## config.mk

```make
export PLATFORM = sky130hd
export DESIGN_NAME = chsel_status_latches
export DESIGN_NICKNAME = d
export VERILOG_FILES = /design/src/hdl/chsel_pkg.sv /design/src/hdl/chsel_status_latches.sv
export SDC_FILE = /design/constraint.sdc
export NUM_CORES = 1
export LEC_CHECK = 0
export BUFFER_PORTS_ARGS = -buffer_cell sky130_fd_sc_hd__buf_2
export CAP_MARGIN = 25
export CORE_ASPECT_RATIO = 0.75
export CORE_UTILIZATION = 38
export DETAILED_ROUTE_END_ITERATION = 7
export SLEW_MARGIN = 15
export SYNTH_ARGS = -nofsm -noshare
export SYNTH_HDL_FRONTEND = slang
export SYNTH_SLANG_ARGS = --single-unit
```

## constraint.sdc

```tcl
create_clock -name clk -period 1.55 [get_ports clk]
set_input_delay 0.2325 -clock clk [delete_from_list [all_inputs] [get_ports clk]]
set_output_delay 0.2325 -clock clk [all_outputs]
set_load 0.02 [all_outputs]
```

## src/hdl/chsel_pkg.sv

```systemverilog
// Purpose: constants and carriers for the charger status and event latch group
// Assumes: 8-bit registers at the printed byte offsets
// Notes: reserved bits of the event latches are forced low through the valid-bit masks
package chsel_pkg;

    // ==========================================================
    // register offsets
    localparam logic [7:0] ADDR_TEMP_STATUS = 8'h0D;
    localparam logic [7:0] ADDR_FAULT_STATUS = 8'h0E;
    localparam logic [7:0] ADDR_EVENT_FIRST = 8'h0F;
    localparam logic [7:0] ADDR_EVENT_SECOND = 8'h10;

    // ==========================================================
    // implemented bits of each register, everything else reads zero
    localparam logic [7:0] VALID_TEMP = 8'h07;
    localparam logic [7:0] VALID_FAULT = 8'hF0;
    localparam logic [7:0] VALID_EVENT_FIRST = 8'h79;
    localparam logic [7:0] VALID_EVENT_SECOND = 8'h97;
    localparam logic [7:0] EVENT_RESET = 8'h00;
    localparam logic [7:0] READ_ZERO = 8'h00;

    // ==========================================================
    // field positions
    localparam int FAULT_OVP_BIT = 7;
    localparam int FAULT_TSHUT_BIT = 6;
    localparam int FAULT_BATTERY_OVERVOLTAGE_BIT = 5;
    localparam int FAULT_TIMER_BIT = 4;
    localparam int EV1_ICL_BIT = 6;
    localparam int EV1_IVL_BIT = 5;
    localparam int EV1_THERM_BIT = 4;
    localparam int EV1_WDOG_BIT = 3;
    localparam int EV1_PHASE_BIT = 0;
    localparam int EV2_PGOOD_BIT = 7;
    localparam int EV2_SOURCE_BIT = 4;
    localparam int EV2_TZONE_BIT = 2;
    localparam int EV2_OPTIM_BIT = 1;
    localparam int EV2_SYSMIN_BIT = 0;

    // ==========================================================
    // field encodings
    localparam logic [2:0] TZONE_NORMAL = 3'h0;
    localparam logic [2:0] TZONE_WARM = 3'h2;
    localparam logic [2:0] TZONE_COOL = 3'h3;
    localparam logic [2:0] TZONE_COLD = 3'h5;
    localparam logic [2:0] TZONE_HOT = 3'h6;
    localparam logic [2:0] PHASE_NOT_CHARGING = 3'h0;
    localparam logic [2:0] PHASE_TRICKLE = 3'h1;
    localparam logic [2:0] PHASE_PRECHARGE = 3'h2;
    localparam logic [2:0] PHASE_FAST_CC = 3'h3;
    localparam logic [2:0] PHASE_TAPER_CV = 3'h4;
    localparam logic [2:0] PHASE_TOPOFF = 3'h5;
    localparam logic [2:0] PHASE_DONE = 3'h6;
    localparam logic [2:0] PHASE_RESERVED = 3'h7;
    localparam logic [1:0] OPTIM_DISABLED = 2'h0;
    localparam logic [1:0] OPTIM_RUNNING = 2'h1;
    localparam logic [1:0] OPTIM_MAX_FOUND = 2'h2;
    localparam logic [1:0] OPTIM_RESERVED = 2'h3;

    // ==========================================================
    // internal status signals watched by the block
    typedef struct packed {
        logic [2:0] battery_temp_zone;
        logic input_overvoltage_active;
        logic die_overtemp_shutdown_active;
        logic battery_overvoltage_active;
        logic safety_timer_expired;
        logic input_current_limit_regulation;
        logic input_voltage_limit_regulation;
        logic die_thermal_regulation;
        logic watchdog_expired_state;
        logic [2:0] charge_phase;
        logic power_good_indication;
        logic [2:0] input_source_type;
        logic [1:0] input_optimizer_state;
        logic minimum_system_voltage;
    } chsel_status_s;

endpackage

```

## src/hdl/chsel_status_latches.sv

```systemverilog
// Purpose: read-only status registers and clear-on-read event latches of a charger
// Assumes: status inputs synchronous to clk; one read request per cycle at most
// Notes: read data appears one cycle after the request
`timescale 1ns/1ps

module chsel_status_latches (
    // clock and reset
    input wire logic clk,
    input wire logic rst_n,
    // internal status and control
    input wire chsel_pkg::chsel_status_s status_in,
    input wire logic reg_rst,
    input wire logic [7:0] irq_mask_first,
    input wire logic [7:0] irq_mask_second,
    // register read port
    input wire logic rd_en,
    input wire logic [7:0] rd_addr,
    output logic [7:0] rd_data_r,
    output logic rd_valid_r,
    // interrupt
    output logic irq_pulse_r
);

    chsel_pkg::chsel_status_s status_prev_r;
    logic primed_r;
    logic [7:0] latch_first_r;
    logic [7:0] latch_second_r;
    logic [7:0] latch_first_nxt;
    logic [7:0] latch_second_nxt;
    logic [7:0] event_first;
    logic [7:0] event_second;
    logic [7:0] rd_data_nxt;
    logic [7:0] unmasked;
    logic read_first;
    logic read_second;

    // ==========================================================
    // edge and change detection
    // the previous snapshot is only trusted once primed, so reset does not fake events
    always_ff @(posedge clk or negedge rst_n) begin
        if (!rst_n) begin
            status_prev_r <= '0;
            primed_r <= 1'b0;
        end else begin
            status_prev_r <= status_in;
            primed_r <= 1'b1;
        end
    end

    always_comb begin
        event_first = chsel_pkg::EVENT_RESET;
        event_second = chsel_pkg::EVENT_RESET;
        event_first[chsel_pkg::EV1_ICL_BIT] = status_in.input_current_limit_regulation
            & ~status_prev_r.input_current_limit_regulation;
        event_first[chsel_pkg::EV1_IVL_BIT] = status_in.input_voltage_limit_regulation
            & ~status_prev_r.input_voltage_limit_regulation;
        event_first[chsel_pkg::EV1_THERM_BIT] = status_in.die_thermal_regulation
            & ~status_prev_r.die_thermal_regulation;
        event_first[chsel_pkg::EV1_WDOG_BIT] = status_in.watchdog_expired_state
            & ~status_prev_r.watchdog_expired_state;
        // any charge phase change, every code counts
        event_first[chsel_pkg::EV1_PHASE_BIT] =
            (status_in.charge_phase != status_prev_r.charge_phase);
        event_second[chsel_pkg::EV2_PGOOD_BIT] = status_in.power_good_indication
            ^ status_prev_r.power_good_indication;
        event_second[chsel_pkg::EV2_SOURCE_BIT] =
            (status_in.input_source_type != status_prev_r.input_source_type);
        event_second[chsel_pkg::EV2_TZONE_BIT] =
            (status_in.battery_temp_zone != status_prev_r.battery_temp_zone);
        event_second[chsel_pkg::EV2_OPTIM_BIT] =
            (status_in.input_optimizer_state != status_prev_r.input_optimizer_state);
        event_second[chsel_pkg::EV2_SYSMIN_BIT] = status_in.minimum_system_voltage
            ^ status_prev_r.minimum_system_voltage;
        if (!primed_r) begin
            event_first = chsel_pkg::EVENT_RESET;
            event_second = chsel_pkg::EVENT_RESET;
        end
    end

    // ==========================================================
    // event latches
    assign read_first = rd_en && (rd_addr == chsel_pkg::ADDR_EVENT_FIRST);
    assign read_second = rd_en && (rd_addr == chsel_pkg::ADDR_EVENT_SECOND);

    // read clears, a same-cycle event still sets
    always_comb begin
        latch_first_nxt = ((read_first ? chsel_pkg::EVENT_RESET : latch_first_r) | event_first)
            & chsel_pkg::VALID_EVENT_FIRST;
        latch_second_nxt = ((read_second ? chsel_pkg::EVENT_RESET : latch_second_r)
            | event_second) & chsel_pkg::VALID_EVENT_SECOND;
    end

    // register reset clears, watchdog has no path here
    always_ff @(posedge clk or negedge rst_n) begin
        if (!rst_n) begin
            latch_first_r <= chsel_pkg::EVENT_RESET;
            latch_second_r <= chsel_pkg::EVENT_RESET;
        end else if (reg_rst) begin
            latch_first_r <= chsel_pkg::EVENT_RESET;
            latch_second_r <= chsel_pkg::EVENT_RESET;
        end else begin
            latch_first_r <= latch_first_nxt;
            latch_second_r <= latch_second_nxt;
        end
    end

    // ==========================================================
    // read port
    always_comb begin
        rd_data_nxt = chsel_pkg::READ_ZERO;
        case (rd_addr)
            chsel_pkg::ADDR_TEMP_STATUS: begin
                rd_data_nxt[2:0] = status_in.battery_temp_zone;
            end
            chsel_pkg::ADDR_FAULT_STATUS: begin
                rd_data_nxt[chsel_pkg::FAULT_OVP_BIT] = status_in.input_overvoltage_active;
                rd_data_nxt[chsel_pkg::FAULT_TSHUT_BIT] = status_in.die_overtemp_shutdown_active;
                rd_data_nxt[chsel_pkg::FAULT_BATTERY_OVERVOLTAGE_BIT] = status_in.battery_overvoltage_active;
                rd_data_nxt[chsel_pkg::FAULT_TIMER_BIT] = status_in.safety_timer_expired;
            end
            chsel_pkg::ADDR_EVENT_FIRST: begin
                rd_data_nxt = latch_first_r;
            end
            chsel_pkg::ADDR_EVENT_SECOND: begin
                rd_data_nxt = latch_second_r;
            end
            default: begin
                rd_data_nxt = chsel_pkg::READ_ZERO;
            end
        endcase
    end

    always_ff @(posedge clk or negedge rst_n) begin
        if (!rst_n) begin
            rd_data_r <= chsel_pkg::READ_ZERO;
            rd_valid_r <= 1'b0;
        end else begin
            rd_data_r <= rd_en ? rd_data_nxt : chsel_pkg::READ_ZERO;
            rd_valid_r <= rd_en;
        end
    end

    // ==========================================================
    // interrupt pulse
    // pulses on the raw event, so a masked bit still latches but stays silent
    assign unmasked = (event_first & ~irq_mask_first & chsel_pkg::VALID_EVENT_FIRST)
        | (event_second & ~irq_mask_second & chsel_pkg::VALID_EVENT_SECOND);

    // mask zero lets the pulse out
    always_ff @(posedge clk or negedge rst_n) begin
        if (!rst_n) begin
            irq_pulse_r <= 1'b0;
        end else begin
            irq_pulse_r <= |unmasked;
        end
    end
endmodule // chsel_status_latches

```

==> results of run 1 <==
worst min-delay path by stage:
stage | endpoint | slack (ns) | cells past startpoint
final | rd_data_r[6]$_DFF_PN0_ | -0.02 | 2
after global routing | rd_data_r[4]$_DFF_PN0_ | 0.03 | 2
after CTS | rd_data_r[6]$_DFF_PN0_ | 0.0007 | 2
after detailed placement | rd_data_r[6]$_DFF_PN0_ | 0.30 | 2
after global placement | rd_data_r[6]$_DFF_PN0_ | 0.30 | 2
after floorplan | irq_pulse_r$_DFF_PN0_ | -0.06 | 0
power breakdown:
group	leakage (µW)	internal (µW)	switching, µW
logic	0.000414	103	106
registers	0.000474	1040	27.8
clock network	0.0000383	309	307
total	0.000926	1450	441
registers in the layout (all words and copies together), names as in the netlist:
name	count
rd_data_r	8
primed_r	1
latch_first_r	5
irq_pulse_r	1
latch_second_r	5
rd_valid_r	1
status_prev_r	17
cell families (layout without fill, tap and decap cells):
family          Yosys count  in the layout  synth area share
compound gates           25             25            0.1282
xor+xnor                 13             13           0.07577
buf+inv                   7             68           0.02330
flops                    38             38            0.6328
mux                       4              4           0.02831
other cells               1              1          0.002496
simple gates             30             30            0.1091
stage by stage:
stage	worst slack, ns	utilization	power, µW
floorplan	-0.1121	-	1183
global placement	-0.1546	0.4945	1291
detailed placement	-0.1785	0.4945	1299
CTS	0.1122	0.5149	1916
global route	0.06405	0.5149	1986
finish	0.1134	0.5149	1893
worst reg2reg max path: stages, from the launching register on:
cell and delay (ns):
dfrtp_1 0.57, nand3b_1 0.18, o22a_1 0.23, o211a_1 0.13, o2111ai_1 0.09
routing by layer:
metal / global-route usage / part of all wire / up-vias
met1: 0.2195 / 0.48 / 525
li1: - / - / 540
met3: 0.05566 / 0.075 / 7
met4: 0.05660 / 0.016 / 0
met5: 0 / 0 / -
met2: 0.2523 / 0.43 / 50
final cells by class:
cell class | count | area [µm²] | share of cell area
sequential | 38 | 950.9 | 0.4948
clock buffer | 7 | 76.32 | 0.03971
multi-input combinational | 73 | 516.7 | 0.2689
inverter | 4 | 15.01 | 0.007813
timing repair buffer | 57 | 297.8 | 0.1549
tap | 52 | 65.06 | 0.03385
cell usage in the layout, fill, tap and decap left out, types with 2 or more instances in the layout:
master	Yosys	routed
mux2i_1	2	2
buf_2	1	52
o2bb2ai_1	6	6
nand3b_1	6	6
buf_4	0	5
mux2_2	2	2
nor2_1	12	12
o21ai_0	2	2
a21oi_1	2	2
xor2_1	6	6
o22a_1	2	2
nand3_1	2	2
clkbuf_1	1	2
nand2_1	3	3
xnor2_1	7	7
clkbuf_8	0	5
nor3_1	3	3
dfrtp_1	38	38
a31oi_1	2	2
a32oi_1	3	3
inv_1	4	4
a22oi_1	5	5
synthesized netlist by cell type (all sizes together) (2+ instances only):
| master | count | area share |
|---|---|---|
| buf | 2 | 0.011 |
| o2bb2ai | 6 | 0.035 |
| mux2i | 2 | 0.013 |
| a31oi | 2 | 0.0083 |
| a22oi | 5 | 0.025 |
| nor2 | 12 | 0.030 |
| nand3 | 2 | 0.0067 |
| xnor2 | 7 | 0.041 |
| inv | 4 | 0.010 |
| nor3 | 3 | 0.010 |
| a21oi | 2 | 0.0067 |
| o21ai | 2 | 0.0067 |
| o22a | 2 | 0.012 |
| mux2 | 2 | 0.015 |
| a32oi | 3 | 0.017 |
| dfrtp | 38 | 0.63 |
| nand3b | 6 | 0.030 |
| nand2 | 3 | 0.0075 |
| xor2 | 6 | 0.035 |
==> flow_summary.ini, run 1 <==
[setup_path]
r2r_cells = 4
path_buf_inv = 1
cpLargestDelayFamily = simple AND/OR/NAND/NOR gates
crit_type = primary input to flip-flop
timing.rr.end = irq_pulse_r$_DFF_PN0_
crit_path_start_kind = primary input
endpoint_kind = flip-flop
cp_num_cells = 5
path_cells = buf_2 -> or4b_4 -> or4_4 -> a22oi_1 -> nor2_1
cp-endpoint = latch_second_r[2]$_DFF_PN0_
worst_path_max_delay_cell = or4b_4
crit_required_ns = 1.72
worstReg2RegStart = primed_r$_DFF_PN0_
crit_start = rd_addr[0]
cp.arrival_ns = 1.60
r2r_setup_slack_ns = 0.27
crit_fanout = 5
slowest_delay_ns = 0.53

[layout]
final_nets = 228
n_antenna_cell = 0
final_cells = 231
layout-drive-gt1-share = 0.3687
area_growth_pct = 27.89
design_area_um2 = 1922
fillCellCount = 357

[pwr]
ir_worst_vdd_v = 0.0005022
p_leak_uw = 0.0009261
powerDensity_nw_per_um2 = 984.9

[grt]
grt_usage = 0.1655
first_global_vias = 1156
grt_max_degree = 39
antenna_found_initial = 0
overflow = 0
grt_pass1_wl_um = 5161

[timing]
setup_viol_count_final = 0
finalSetupTns_ns = 0
hold_ws_ns = -0.01557
post-route-min-period_ns = 1.437
post-route-period-util = 0.9268
skew_ns = 0.003585
finalHoldViolCount = 31
max_freq_mhz = 696.1
rsz0062_at_grt = no
drv_slew = 0

[yosys]
synth_area_um2 = 1503
syn_nets = 167
ys_ff_latch = 38
syn_avg_cell_area_um2 = 12.73
synth_edf_count = 0
syn_inst = 118
yosys_most_used_dff = dfrtp_1
ys_async_sr_fraction = 1.000
yosys_warnings = 0
synth_seq_area_share = 0.6328
synth_cell_type_count = 29

[cts]
clk_path_buf_depth = 2
ctsHoldBuffers = 0
cts_tree = done
clk_pin_slew_ns = 0.07
cts.sinks = 38
clk_latency_ns = 0.28
cts_max_level = 2
cts_root_buf = clkbuf_8
cts_buffers = 5
cts_resized = 0
cts_setup_buffers = 0

[drt]
drc = 0
dr.pass1.iters = 4
drt-total-wl_um = 3044
first_iter_violations = 25
detail-route-antenna-nets = 0
viasPerCell = 4.857
via_count = 1122
wl_per_cell_um = 13.18

[floorplan]
die_area_um2 = 4212
std_cell_rows = 19
io_pins = 59
initial_core_util = 0.4026
fp.coreArea_um2 = 3732
die_w_um = 74.61
die_h_um = 56.46

[place]
dp_hpwl_um = 2338
port_buffers = 52
placed_area_um2 = 1846
placedCellCount = 224
place.gp.congestion = 0.7312

[outcome]
violations = hold timing
status = complete, but fails checks

[job]
drv_cap = 0

[min_path]
hp-class = primary input to async pin
Note: power is estimated with default switching activity, not from simulation.
==> inputs of run 2 (changes only) <==
- clock period: 1.55 -> 1.5 ns (I/O delays scaled with it)
==> flow_summary.ini, run 2 (same netlist as run 1, synthesis figures left out) <==
[place]
dp_hpwl_um = 2320
place.gp.congestion = 0.7387
port_buffers = 52
placedCellCount = 226
placed_area_um2 = 1861

[grt]
grt_usage = 0.1582
antenna_found_initial = 0
overflow = 0
grt_max_degree = 22
grt_pass1_wl_um = 4892
first_global_vias = 1094

[cts]
cts_max_level = 2
cts_root_buf = clkbuf_8
cts_tree = done
cts_setup_buffers = 0
clk_path_buf_depth = 2
clk_pin_slew_ns = 0.07
cts_buffers = 5
cts.sinks = 38
clk_latency_ns = 0.28

[timing]
max_freq_mhz = 701.0
skew_ns = 0.007906
setup_viol_count_final = 0
finalHoldViolCount = 0
drv_slew = 0
finalSetupTns_ns = 0
post-route-min-period_ns = 1.426
post-route-period-util = 0.9510
rsz0062_at_grt = no
hold_ws_ns = 0.06207

[setup_path]
cp-endpoint = latch_second_r[2]$_DFF_PN0_
crit_required_ns = 1.66
r2r_cells = 3
path_cells = buf_2 -> or4b_4 -> or4_4 -> a22oi_1 -> nor2_1
endpoint_kind = flip-flop
crit_fanout = 5
crit_type = primary input to flip-flop
timing.rr.end = irq_pulse_r$_DFF_PN0_
slowest_delay_ns = 0.53
crit_start = rd_addr[0]
crit_path_start_kind = primary input
worst_path_max_delay_cell = or4b_4
worstReg2RegStart = status_prev_r[7]$_DFF_PN0_
cp.arrival_ns = 1.59
r2r_setup_slack_ns = 0.29

[drt]
drt-total-wl_um = 2968
drc = 0
first_iter_violations = 43
dr.pass1.iters = 4
via_count = 1131
viasPerCell = 4.813
wl_per_cell_um = 12.63
detail-route-antenna-nets = 0

[floorplan]
io_pins = 59
die_h_um = 56.46
initial_core_util = 0.4026
std_cell_rows = 19
fp.coreArea_um2 = 3732
die_w_um = 74.61
die_area_um2 = 4212

[job]
drv_cap = 0

[layout]
reg_top3 = status_prev_r (17), rd_data_r (8)
fillCellCount = 358
n_antenna_cell = 0
final_core_util = 0.5256
final_common_cell = buf_2
largest_register = status_prev_r
mostFrequentLayoutCells = buf_2, dfrtp_1, nor2_1, xnor2_1, buf_4
largest_register_ff_count = 17
design_area_um2 = 1962
final_nets = 231
final_cells = 235
area_growth_pct = 30.56
layout-drive-gt1-share = 0.3825

[min_path]
hp-class = primary input to flip-flop

[pwr]
p_leak_uw = 0.0009498
ir_worst_vdd_v = 0.0006123
powerDensity_nw_per_um2 = 1030

[outcome]
status = finished, final reports clean
run 2: cell type report:
class	instances	area, µm²	share of cell area
flip-flops and latches	38	950.9	0.4847
multi-input cells	73	516.7	0.2634
repair buffers	60	322.8	0.1645
clock buffers	7	86.33	0.04401
well taps	52	65.06	0.03316
inverters	4	15.01	0.007653
clock inverters	1	5.005	0.002551
run 2: worst max-delay path: cells and delay by family:
| family | cells | cell delay [ns] |
|---|---|---|
| and+or+nand+nor | 3 | 1.06 |
| AOI/OAI and AO/OA | 1 | 0.19 |
| buffers and inverters | 1 | 0.11 |
run 2: metrics by stage:
stage | setup slack (ns) | total power (µW)
final | 0.07355 | 2020
after global routing | 0.03879 | 2127
after CTS | 0.08074 | 2047
after detailed placement | -0.2120 | 1343
after global placement | -0.1982 | 1338
after floorplan | -0.1546 | 1222
run 2: worst min path at each step:
stage                   from                           to  slack, ns  cells past startpoint
2_1_floorplan          rst_n        irq_pulse_r$_DFF_PN0_      -0.07                      0
4_1_cts        status_in[11]  status_prev_r[11]$_DFF_PN0_       0.06                      1
3_3_place_gp           rst_n       rd_data_r[6]$_DFF_PN0_       0.20                      1
6_report       status_in[11]  status_prev_r[11]$_DFF_PN0_       0.06                      1
5_1_grt        status_in[11]  status_prev_r[11]$_DFF_PN0_       0.05                      1
3_5_place_dp           rst_n       rd_data_r[3]$_DFF_PN0_       0.20                      1
run 2: repair_timing:
| item | 4_1_cts | 5_1_grt |
|---|---|---|
| hold endpoints to repair | 19 | 0 |
| hold buffers | 1 | 0 |
| gates resized for setup | 0 | 0 |
run 2: layer usage:
metal	wire, µm	GRT usage	vias to the layer above
met5	0	0	-
met4	19	0.05660	0
met3	204	0.04668	2
met2	1270	0.2317	49
met1	1473	0.2218	527
li1	-	-	553
run 2: where the power goes:
group / switching (µW) / total [µW] / leakage [µW] / internal [µW]
Combinational: 114 / 225 / 0.000427 / 111
Clock: 326 / 696 / 0.0000482 / 371
Sequential: 25.2 / 1100 / 0.000474 / 1070
